## src/shared/tcts_consts.svh

```systemverilog
// constants for the timer cross-trigger selection block
// assumes inclusion by bare name from package and rtl files
`ifndef TCTS_CONSTS_SVH
`define TCTS_CONSTS_SVH

`define TCTS_SEL_W          5
`define TCTS_NUM_TIMERS     7
`define TCTS_PD1_SRCS       6
`define TCTS_PD0_SRCS       2
`define TCTS_CODE_SUB0      5'h10
`define TCTS_CODE_SUB1      5'h11
`define TCTS_SEL_RESET      5'h00

// timer indices
`define TCTS_IDX_ADV_A      0
`define TCTS_IDX_ADV_B      1
`define TCTS_IDX_GEN_SIX    2
`define TCTS_IDX_GEN_SEVEN  3
`define TCTS_IDX_GEN_TWELVE 4
`define TCTS_IDX_GEN_EIGHT  5
`define TCTS_IDX_GEN_ZERO   6

// capability widths and compare channel counts
`define TCTS_CNT_W16        6'h10
`define TCTS_CNT_W32        6'h20
`define TCTS_PRESCALE_W     4'h8
`define TCTS_REPEAT_W       4'h8
`define TCTS_CC_ADV_A       3'h4
`define TCTS_CC_OTHER       3'h2

`endif

```

## src/shared/tcts_pkg.sv

```systemverilog
// types for the timer cross-trigger selection block
// assumes tcts_consts.svh is on the include path
`include "tcts_consts.svh"
package tcts_pkg;
    typedef logic [`TCTS_SEL_W-1:0]      tcts_sel_t;
    typedef logic [`TCTS_NUM_TIMERS-1:0] tcts_vec_t;
    typedef enum logic {
        TCTS_PD_ZERO,
        TCTS_PD_ONE
    } tcts_domain_t;
    typedef enum logic [1:0] {
        TCTS_SRC_PEER,
        TCTS_SRC_SUB0,
        TCTS_SRC_SUB1,
        TCTS_SRC_NONE
    } tcts_src_t;
endpackage : tcts_pkg

```

## src/rtl/tcts_mux.sv

```systemverilog
// one timer's trigger source decoder and registered trigger
// assumes peer triggers and subscriber ports are synchronous to clk_sys
`timescale 1ns/1ps
`include "tcts_consts.svh"
module tcts_mux (
    // clock and reset
    input  wire logic              clk_sys,
    input  wire logic              rst_n,
    input  wire logic              clk_en,
    // selection
    input  wire tcts_pkg::tcts_sel_t    sel,
    input  wire tcts_pkg::tcts_domain_t domain,
    // sources
    input  wire logic [`TCTS_PD1_SRCS-1:0] pd1_trig,
    input  wire logic [`TCTS_PD0_SRCS-1:0] pd0_trig,
    input  wire logic              sub0,
    input  wire logic              sub1,
    // result
    output logic                   ext_trig,
    output logic                   sel_reserved
);
    import tcts_pkg::*;

    tcts_src_t src;
    logic      peer_bit;
    logic      next_ext_trig;
    logic      next_sel_reserved;

    always_comb begin
        src      = TCTS_SRC_NONE;
        peer_bit = 1'b0;
        if (sel == `TCTS_CODE_SUB0) begin
            src = TCTS_SRC_SUB0;
        end else if (sel == `TCTS_CODE_SUB1) begin
            src = TCTS_SRC_SUB1;
        end else if (domain == TCTS_PD_ONE &&
                     sel < 5'(`TCTS_PD1_SRCS)) begin
            src      = TCTS_SRC_PEER;
            peer_bit = pd1_trig[sel[2:0]];
        end else if (domain == TCTS_PD_ZERO &&
                     sel < 5'(`TCTS_PD0_SRCS)) begin
            src      = TCTS_SRC_PEER;
            peer_bit = pd0_trig[sel[0]];
        end
        case (src)
            TCTS_SRC_PEER: next_ext_trig = peer_bit;
            TCTS_SRC_SUB0: next_ext_trig = sub0;
            TCTS_SRC_SUB1: next_ext_trig = sub1;
            TCTS_SRC_NONE: next_ext_trig = 1'b0;
            default:       next_ext_trig = 1'b0;
        endcase
        next_sel_reserved = (src == TCTS_SRC_NONE);
    end

    always_ff @(posedge clk_sys) begin
        if (!rst_n) begin
            ext_trig     <= 1'b0;
            sel_reserved <= 1'b0;
        end else if (clk_en) begin
            ext_trig     <= next_ext_trig;
            sel_reserved <= next_sel_reserved;
        end
    end
endmodule : tcts_mux

```

## src/rtl/tcts_top.sv

```systemverilog
// cross-trigger selection for seven timers in two power domains,
// plus the fixed capability set of each timer instance
// assumes all trigger inputs are synchronous to clk_sys
//
// Overview of operation
// - domain one codes 0-5 pick peer triggers
// - domain zero codes 0-1 pick peer triggers
// - code 16 routes subscriber port zero
// - code 17 routes subscriber port one
// - per-instance widths, channels and features fixed
`timescale 1ns/1ps
`include "tcts_consts.svh"
module tcts_top (
    // clock and reset
    input  wire logic                 clk_sys,
    input  wire logic                 rst_n,
    input  wire logic                 clk_en,
    // per-timer select, index order a,b,six,seven,twelve,eight,zero
    input  wire tcts_pkg::tcts_sel_t  sel_adv_a,
    input  wire tcts_pkg::tcts_sel_t  sel_adv_b,
    input  wire tcts_pkg::tcts_sel_t  sel_gen_six,
    input  wire tcts_pkg::tcts_sel_t  sel_gen_seven,
    input  wire tcts_pkg::tcts_sel_t  sel_gen_twelve,
    input  wire tcts_pkg::tcts_sel_t  sel_gen_eight,
    input  wire tcts_pkg::tcts_sel_t  sel_gen_zero,
    // trigger output zero of each timer
    input  wire tcts_pkg::tcts_vec_t  trigger_output_zero,
    // event subscriber ports, domain one then domain zero
    input  wire logic                 sub0_pd1,
    input  wire logic                 sub1_pd1,
    input  wire logic                 sub0_pd0,
    input  wire logic                 sub1_pd0,
    // external trigger to each timer, and reserved-code flags
    output tcts_pkg::tcts_vec_t       ext_trig,
    output tcts_pkg::tcts_vec_t       sel_reserved,
    // capability set, one bit per timer for flags, a packed field per timer for channel count and widths
    output tcts_pkg::tcts_vec_t       cap_wide_counter,
    output tcts_pkg::tcts_vec_t       cap_prescaler,
    output tcts_pkg::tcts_vec_t       cap_repeat,
    output tcts_pkg::tcts_vec_t       cap_phase_load,
    output tcts_pkg::tcts_vec_t       cap_deadband,
    output tcts_pkg::tcts_vec_t       cap_fault,
    output logic [3*`TCTS_NUM_TIMERS-1:0] cap_cc_channels,
    output logic [6*`TCTS_NUM_TIMERS-1:0] cap_counter_width,
    output logic [4*`TCTS_NUM_TIMERS-1:0] cap_prescale_width,
    output logic [4*`TCTS_NUM_TIMERS-1:0] cap_repeat_width
);
    import tcts_pkg::*;

    tcts_sel_t sel_arr [`TCTS_NUM_TIMERS];
    logic [`TCTS_PD1_SRCS-1:0] pd1_trig;
    logic [`TCTS_PD0_SRCS-1:0] pd0_trig;

    assign sel_arr[`TCTS_IDX_ADV_A]      = sel_adv_a;
    assign sel_arr[`TCTS_IDX_ADV_B]      = sel_adv_b;
    assign sel_arr[`TCTS_IDX_GEN_SIX]    = sel_gen_six;
    assign sel_arr[`TCTS_IDX_GEN_SEVEN]  = sel_gen_seven;
    assign sel_arr[`TCTS_IDX_GEN_TWELVE] = sel_gen_twelve;
    assign sel_arr[`TCTS_IDX_GEN_EIGHT]  = sel_gen_eight;
    assign sel_arr[`TCTS_IDX_GEN_ZERO]   = sel_gen_zero;

    // domain one code order: a, b, six, seven, twelve, eight
    assign pd1_trig[0] = trigger_output_zero[`TCTS_IDX_ADV_A];
    assign pd1_trig[1] = trigger_output_zero[`TCTS_IDX_ADV_B];
    assign pd1_trig[2] = trigger_output_zero[`TCTS_IDX_GEN_SIX];
    assign pd1_trig[3] = trigger_output_zero[`TCTS_IDX_GEN_SEVEN];
    assign pd1_trig[4] = trigger_output_zero[`TCTS_IDX_GEN_TWELVE];
    assign pd1_trig[5] = trigger_output_zero[`TCTS_IDX_GEN_EIGHT];
    // domain zero code order: zero, eight
    assign pd0_trig[0] = trigger_output_zero[`TCTS_IDX_GEN_ZERO];
    assign pd0_trig[1] = trigger_output_zero[`TCTS_IDX_GEN_EIGHT];

    genvar gi;
    generate
        for (gi = 0; gi < `TCTS_NUM_TIMERS; gi++) begin : g_timer
            localparam bit IS_PD0 = (gi == `TCTS_IDX_GEN_ZERO) ||
                                    (gi == `TCTS_IDX_GEN_EIGHT);
            logic next_wide;
            logic next_pre;
            logic next_adv;
            logic [2:0] next_cc;
            logic [5:0] next_cw;
            logic [3:0] next_pw;
            logic [3:0] next_rw;

            tcts_mux u_mux (
                .clk_sys      (clk_sys),
                .rst_n        (rst_n),
                .clk_en       (clk_en),
                .sel          (sel_arr[gi]),
                .domain       (IS_PD0 ? TCTS_PD_ZERO : TCTS_PD_ONE),
                .pd1_trig     (pd1_trig),
                .pd0_trig     (pd0_trig),
                .sub0         (IS_PD0 ? sub0_pd0 : sub0_pd1),
                .sub1         (IS_PD0 ? sub1_pd0 : sub1_pd1),
                .ext_trig     (ext_trig[gi]),
                .sel_reserved (sel_reserved[gi])
            );

            // feature flags, fixed per instance by the generate index
            always_comb begin
                case (gi)
                    `TCTS_IDX_ADV_A: begin
                        next_wide = 1'b0;
                        next_pre  = 1'b1;
                        next_adv  = 1'b1;
                    end
                    `TCTS_IDX_ADV_B: begin
                        next_wide = 1'b0;
                        next_pre  = 1'b1;
                        next_adv  = 1'b1;
                    end
                    `TCTS_IDX_GEN_SIX: begin
                        next_wide = 1'b0;
                        next_pre  = 1'b1;
                        next_adv  = 1'b0;
                    end
                    `TCTS_IDX_GEN_SEVEN: begin
                        next_wide = 1'b0;
                        next_pre  = 1'b1;
                        next_adv  = 1'b0;
                    end
                    `TCTS_IDX_GEN_TWELVE: begin
                        next_wide = 1'b1;
                        next_pre  = 1'b0;
                        next_adv  = 1'b0;
                    end
                    `TCTS_IDX_GEN_EIGHT: begin
                        next_wide = 1'b0;
                        next_pre  = 1'b1;
                        next_adv  = 1'b0;
                    end
                    `TCTS_IDX_GEN_ZERO: begin
                        next_wide = 1'b0;
                        next_pre  = 1'b1;
                        next_adv  = 1'b0;
                    end
                    default: begin
                        next_wide = 1'b0;
                        next_pre  = 1'b0;
                        next_adv  = 1'b0;
                    end
                endcase
            end

            // channel count and field widths per instance
            always_comb begin
                case (gi)
                    `TCTS_IDX_ADV_A: begin
                        next_cc = `TCTS_CC_ADV_A;
                        next_cw = `TCTS_CNT_W16;
                        next_pw = `TCTS_PRESCALE_W;
                        next_rw = `TCTS_REPEAT_W;
                    end
                    `TCTS_IDX_ADV_B: begin
                        next_cc = `TCTS_CC_OTHER;
                        next_cw = `TCTS_CNT_W16;
                        next_pw = `TCTS_PRESCALE_W;
                        next_rw = `TCTS_REPEAT_W;
                    end
                    `TCTS_IDX_GEN_SIX: begin
                        next_cc = `TCTS_CC_OTHER;
                        next_cw = `TCTS_CNT_W16;
                        next_pw = `TCTS_PRESCALE_W;
                        next_rw = 4'h0;
                    end
                    `TCTS_IDX_GEN_SEVEN: begin
                        next_cc = `TCTS_CC_OTHER;
                        next_cw = `TCTS_CNT_W16;
                        next_pw = `TCTS_PRESCALE_W;
                        next_rw = 4'h0;
                    end
                    `TCTS_IDX_GEN_TWELVE: begin
                        next_cc = `TCTS_CC_OTHER;
                        next_cw = `TCTS_CNT_W32;
                        next_pw = 4'h0;
                        next_rw = 4'h0;
                    end
                    `TCTS_IDX_GEN_EIGHT: begin
                        next_cc = `TCTS_CC_OTHER;
                        next_cw = `TCTS_CNT_W16;
                        next_pw = `TCTS_PRESCALE_W;
                        next_rw = 4'h0;
                    end
                    `TCTS_IDX_GEN_ZERO: begin
                        next_cc = `TCTS_CC_OTHER;
                        next_cw = `TCTS_CNT_W16;
                        next_pw = `TCTS_PRESCALE_W;
                        next_rw = 4'h0;
                    end
                    default: begin
                        next_cc = 3'h0;
                        next_cw = 6'h00;
                        next_pw = 4'h0;
                        next_rw = 4'h0;
                    end
                endcase
            end

            always_ff @(posedge clk_sys) begin
                if (!rst_n) begin
                    cap_wide_counter[gi]      <= 1'b0;
                    cap_prescaler[gi]         <= 1'b0;
                    cap_repeat[gi]            <= 1'b0;
                    cap_phase_load[gi]        <= 1'b0;
                    cap_deadband[gi]          <= 1'b0;
                    cap_fault[gi]             <= 1'b0;
                    cap_cc_channels[3*gi+:3]  <= 3'h0;
                    cap_counter_width[6*gi+:6] <= 6'h00;
                    cap_prescale_width[4*gi+:4] <= 4'h0;
                    cap_repeat_width[4*gi+:4] <= 4'h0;
                end else if (clk_en) begin
                    cap_wide_counter[gi]      <= next_wide;
                    cap_prescaler[gi]         <= next_pre;
                    cap_repeat[gi]            <= next_adv;
                    cap_phase_load[gi]        <= next_adv;
                    cap_deadband[gi]          <= next_adv;
                    cap_fault[gi]             <= next_adv;
                    cap_cc_channels[3*gi+:3]  <= next_cc;
                    cap_counter_width[6*gi+:6] <= next_cw;
                    cap_prescale_width[4*gi+:4] <= next_pw;
                    cap_repeat_width[4*gi+:4] <= next_rw;
                end
            end
        end
    endgenerate
endmodule : tcts_top

```

## config.mk

```make
export PLATFORM = sky130hd
export DESIGN_NAME = tcts_top
export DESIGN_NICKNAME = d
export VERILOG_FILES = /design/src/shared/tcts_pkg.sv /design/src/rtl/tcts_mux.sv /design/src/rtl/tcts_top.sv
export VERILOG_INCLUDE_DIRS = /design/src /design/src/shared
export SDC_FILE = /design/constraint.sdc
export NUM_CORES = 1
export LEC_CHECK = 0
export ABC_AREA = 0
export BUFFER_PORTS_ARGS = -buffer_cell sky130_fd_sc_hd__buf_2
export CAP_MARGIN = 10
export CORE_MARGIN = 10
export CORE_UTILIZATION = 40
export CTS_CLUSTER_DIAMETER = 120
export DETAILED_ROUTE_END_ITERATION = 16
export PLACE_DENSITY = 0.87
export SETUP_SLACK_MARGIN = 0.3
export SYNTH_ARGS = -nofsm -noshare
export SYNTH_HDL_FRONTEND = slang
export SYNTH_SLANG_ARGS = --single-unit
```

## constraint.sdc

```tcl
create_clock -name clk_sys -period 2.95 [get_ports clk_sys]
set_input_delay 0.295 -clock clk_sys [delete_from_list [all_inputs] [get_ports clk_sys]]
set_output_delay 0.295 -clock clk_sys [all_outputs]
set_load 0.05 [all_outputs]
```

# Word level (Yosys, flattened, before mapping)
# Cells that the tools add are included.
# op_classes
add_sub_neg	0
mul	0
div_mod_pow	0
order_cmp	14
n_eq_ne	35
shifts	0
muxes	63
bitwise	0
reduce_logical	7
# op_table
cell	n
== test 5 bit (second input constant)	14
2-to-1 mux 2 bit	21
2-to-1 mux 1 bit	30
== test 2 bit (second input constant)	14
one-hot mux 1 bit (4 select lines)	7
less-than comparator 5 x 3 -> 1 bit (second input constant)	5
less-than comparator 3 x 4 -> 1 bit (second input constant)	5
binary-select mux 1 bit (select 3 bit)	5
== test 2 x 1 -> 1 bit (second input constant)	7
zero test 2 bit	7
less-than comparator 5 x 2 -> 1 bit (second input constant)	2
less-than comparator 1 x 2 -> 1 bit (second input constant)	2
# totals
reg_bits	15
latch_bits	0
mem_bits_rw	0
rom_bits	0
in_bits	49
output_inout_bits	175
elab_cells	134
memories	0

# Logic depth before layout (Yosys ltp)
# depth
word_depth	6
mapped_depth	3
ltp_nobuf	3

# By module
# A second synthesis with hierarchy kept.
# hier_totals
hier_cells	328
area_unflattened_um2	2686.3
# modules_own_cells
mod	instances	cells_each	area_per_inst_um2	seq_area_each_um2
tcts_top	1	164	1236.2	20.0
tcts_mux at g_timer[0].u_mux ...	4	26	222.7	40.0
tcts_mux at g_timer[4].u_mux ...	3	20	186.4	40.0

# Worst setup path after synthesis
# OpenSTA, ideal clock, no wires.
# synth_path
kind	reg-to-output
from	register, netlist name cap_prescale_width[27]
to	output port cap_cc_channels[10]
arrival_time_ns	1.554
required_time_ns	2.655
path_slack_ns	1.101
path_stages_with_launch	2
n_path_buf	1
path_cell_list	dfxtp_1 buf_4
# synth_rtl
item	line	rtl
end, declared	tcts_top.sv:43	output logic [3*`TCTS_NUM_TIMERS-1:0] cap_cc_channels,

==> results.txt <==
----------------------------------------------------
[Power and ir drop]
  Worst VDD drop ... 0.238 mV
  Overall power of the completed layout ... 1100 µW
  Pwr/cell area ... slightly above 500 mW/mm²
  Leakage power ... 0.00117 µW

[Clock tree]
  CTS sink count ... 15
  TritonCTS clock tree ... done
  H-tree levels ... 1
  Number of CTS-inserted buffers ... 3
  Quantity of hold-fixing buffers added after cts ... 0
  Post-CTS Repair Setup Buffers ... 0
  Maximum count of clock buffers along a single path ... 2
  CTS root buf ... clkbuf_8
  Post-cts gate resize count ... 0
  Clock transition at the registers of the reported paths ... about 0.06 ns
  Later-pin clock latency in the skew report ... approximately 0.24 ns

[Timing]
  Unrepaired setup endpoints after global routing ... no
  Fmax achieved ... 548 MHz
  Time the final worst path needs with I/O delays and setup ... 1.83 ns
  Number of failing hold endpoints at the final stage ... 0
  Sum of negative setup slack ... 0 ns
  Number of failing setup endpoints in the final timing report ... 0
  Max_slew headroom ... around 43%
  WHS ... ~0.36 ns
  Largest clock skew in the final design ... 0 ns
  Worst Max-Slew Pin Slew ... 0.847 ns
  Max-slew violation count ... 0
  Final period util ... 61.9%

[Placement]
  Routability cong. ... 0.811
  HPWL after detailed placement ... 5430 µm
  Post-place instance area ... 0.00207 mm²
  Port Buf Inserts ... 99
  Placed Instances ... roughly 400

[Run status]
  Run status ... complete, no violations

[Die]
  Total number of placement rows ... 27
  Top-level I/O count ... 224
  DIE WIDTH ... 96.5 µm
  Starting density of the core ... roughly two fifths
  Vertical die dimension ... approximately 97 µm
  Core Box Area ... around 0.0056 mm²
  Die ar. ... about 0.0093 mm²

[Synthesis]
  Sequential share of the synthesized area ... 12.8%
  Avg Inst Size Synth ... between 8 and 9 µm²
  Netlist area before placement ... ~0.0023 mm²
  Number of distinct library cell variants in the gate-level netlist after synthesis ... 30
  Area share of the leading cell type in the synthesized netlist ... a little under three fifths
  Yosys reg bits ... 15
  Library cell with the largest summed area after synthesis ... buf_4
  Number of synthesized flops with an enable pin ... 0
  Top cell types by occurrence after synthesis ... buf_4 (174), dfxtp_1 (15), nand2_1 (11)
  Fraction of registers with async set or reset after synthesis ... 0%
  Count of yosys warnings during synthesis ... 0
  Post-synthesis cell count ... approximately 280
  Ys flop type ... dfxtp_1
  Largest cells by area after synthesis ... buf_4 (56%), dfxtp_1 (13%), mux4_2 (5.8%)
  Most frequent cell after synthesis ... buf_4

[Finish]
  Area growth from synthesis to layout ... -9.62%
  Filler-free cell count of the finished design ... 405
  Fin area ... 0.00212 mm²
  Reg area ... 300 µm²
  Fill cell total of the finished layout ... approximately 600
  Antenna diode count ... 0
  Combined area of the multi-input logic cells ... around 0.0012 mm²
  Final #Nets ... 383
  Proportion of layout cells with a drive suffix above 1 ... 34.5%

[GRT]
  Via count of the first global-routing pass ... 1584
  Total congestion overflow ... 0
  Overall Global Routing Usage ... 10.5%
  First-pass GRT wire length ... 7800 µm
  Maximum number of pins on one net before global-route repair ... 39
  Antenna violations before repair ... 0

[Critical path]
  Worst setup path category ... flop to output pin
  Critical-path cell list ... buf_2
  CP endpoint kind ... output pin
  Kind of start point of the critical path ... flop
  Max stage delay cell, worst path ... dfxtp_1
  Delay of the slowest cell on the worst path ... 0.87 ns
  Maximum fanout encountered on the critical timing path ... 38
  Data required, critical path ... 2.65 ns
  Arrival @ worst endpoint ... 1.53 ns
  Number of buffer and inverter stages on the critical path ... 1
  Category of cells accounting for the largest share of critical-path delay ... flip-flops

[Detailed routing]
  DRC viols ... 0
  Vias per std cell ... 4.05
  Remaining antenna violation count after routing ... 0
  Number of DRC violations after detailed-routing iteration 0 ... 33
  DR pass1 iterations ... 4
  Wire per inst ... ~15 µm
  Final wirelength ... 6200 µm
  Via count ... 1640

[Run]
  Total of max-cap violations ... 0

[Hold path]
  Path class of the lowest-slack min-delay path ... input port to flop

----------------------------------------------------
kinds of logic after synthesis:
logic type	Yosys count	synth area share, %
flip-flops	15	12.8
buffers and inverters	178	56.4
adder cells (fa/ha/maj)	5	2.14
other	1	0.160
multiplexers	15	10.7
AND/OR/NAND/NOR	39	9.46
AO/OA/AOI/OAI	31	8.28
registers in the layout, summed over array words and instances (netlist names):
register / count
cap_prescale_width: 1
g_timer.u_mux.ext_trig: 7
g_timer.u_mux.sel_reserved: 7
cells in the final DEF, fill, tap and decap left out, drive strengths merged, types with 2 or more instances in the layout:
| cell | netlist | routed |
|---|---|---|
| o211a | 2 | 2 |
| nor4b | 8 | 8 |
| a21boi | 3 | 3 |
| or4b | 2 | 2 |
| maj3 | 5 | 5 |
| buf | 174 | 99 |
| mux4 | 7 | 7 |
| nor3 | 7 | 7 |
| clkbuf | 3 | 4 |
| a31oi | 3 | 3 |
| a21oi | 8 | 8 |
| mux2 | 7 | 7 |
| o21ai | 10 | 10 |
| nor2 | 5 | 5 |
| nand2 | 11 | 11 |
| conb | 1 | 124 |
| nand3 | 2 | 2 |
| dfxtp | 15 | 15 |
layout make-up:
type	instances	share of cell area, %
Timing Repair Buffer	99	23.4
Inverter	1	0.177
Sequential cell	15	14.2
Multi-Input combinational cell	214	55.8
Clock buffer	4	2.13
Tap cell	72	4.26
path summary, 6_finish.rpt:
check | startpoint | end | slack, ns | depth (start not counted)
max | cap_prescale_width[27] | cap_cc_channels[13] | 1.12 | 1
min | sel_gen_six[3] | g_timer[2].u_mux.ext_trig | 0.36 | 4
max reg2reg | cap_prescale_width[27] | cap_prescale_width[27] | 1.85 | 1
min reg2reg | g_timer[6].u_mux.ext_trig | g_timer[6].u_mux.ext_trig | 0.46 | 2
per-layer routing:
metal | share of wire [%] | GRT usage [%] | vias to the layer above
li1 | - | - | 763
met1 | 31 | 9.62 | 743
met2 | 54 | 21.3 | 130
met3 | 15 | 3.78 | 4
met4 | 0.39 | 2.06 | 0
met5 | 0 | 0 | -
power breakdown:
part / internal [µW] / switching (µW) / leakage, µW
sequential: 216 / 11.9 / 0.000124
combinational: 95.9 / 600 / 0.00103
clock: 95.7 / 76.1 / 0.0000228
total: 407 / 688 / 0.00117
per-stage QoR:
stage / setup slack [ns] / util (%)
after floorplan: 1.10 / -
after global placement: 1.41 / 36.9
after detailed placement: 1.32 / 36.9
after CTS: 1.05 / 37.7
after global routing: 0.902 / 37.7
final: 1.12 / 37.7
(Power assumes the default switching activity.)
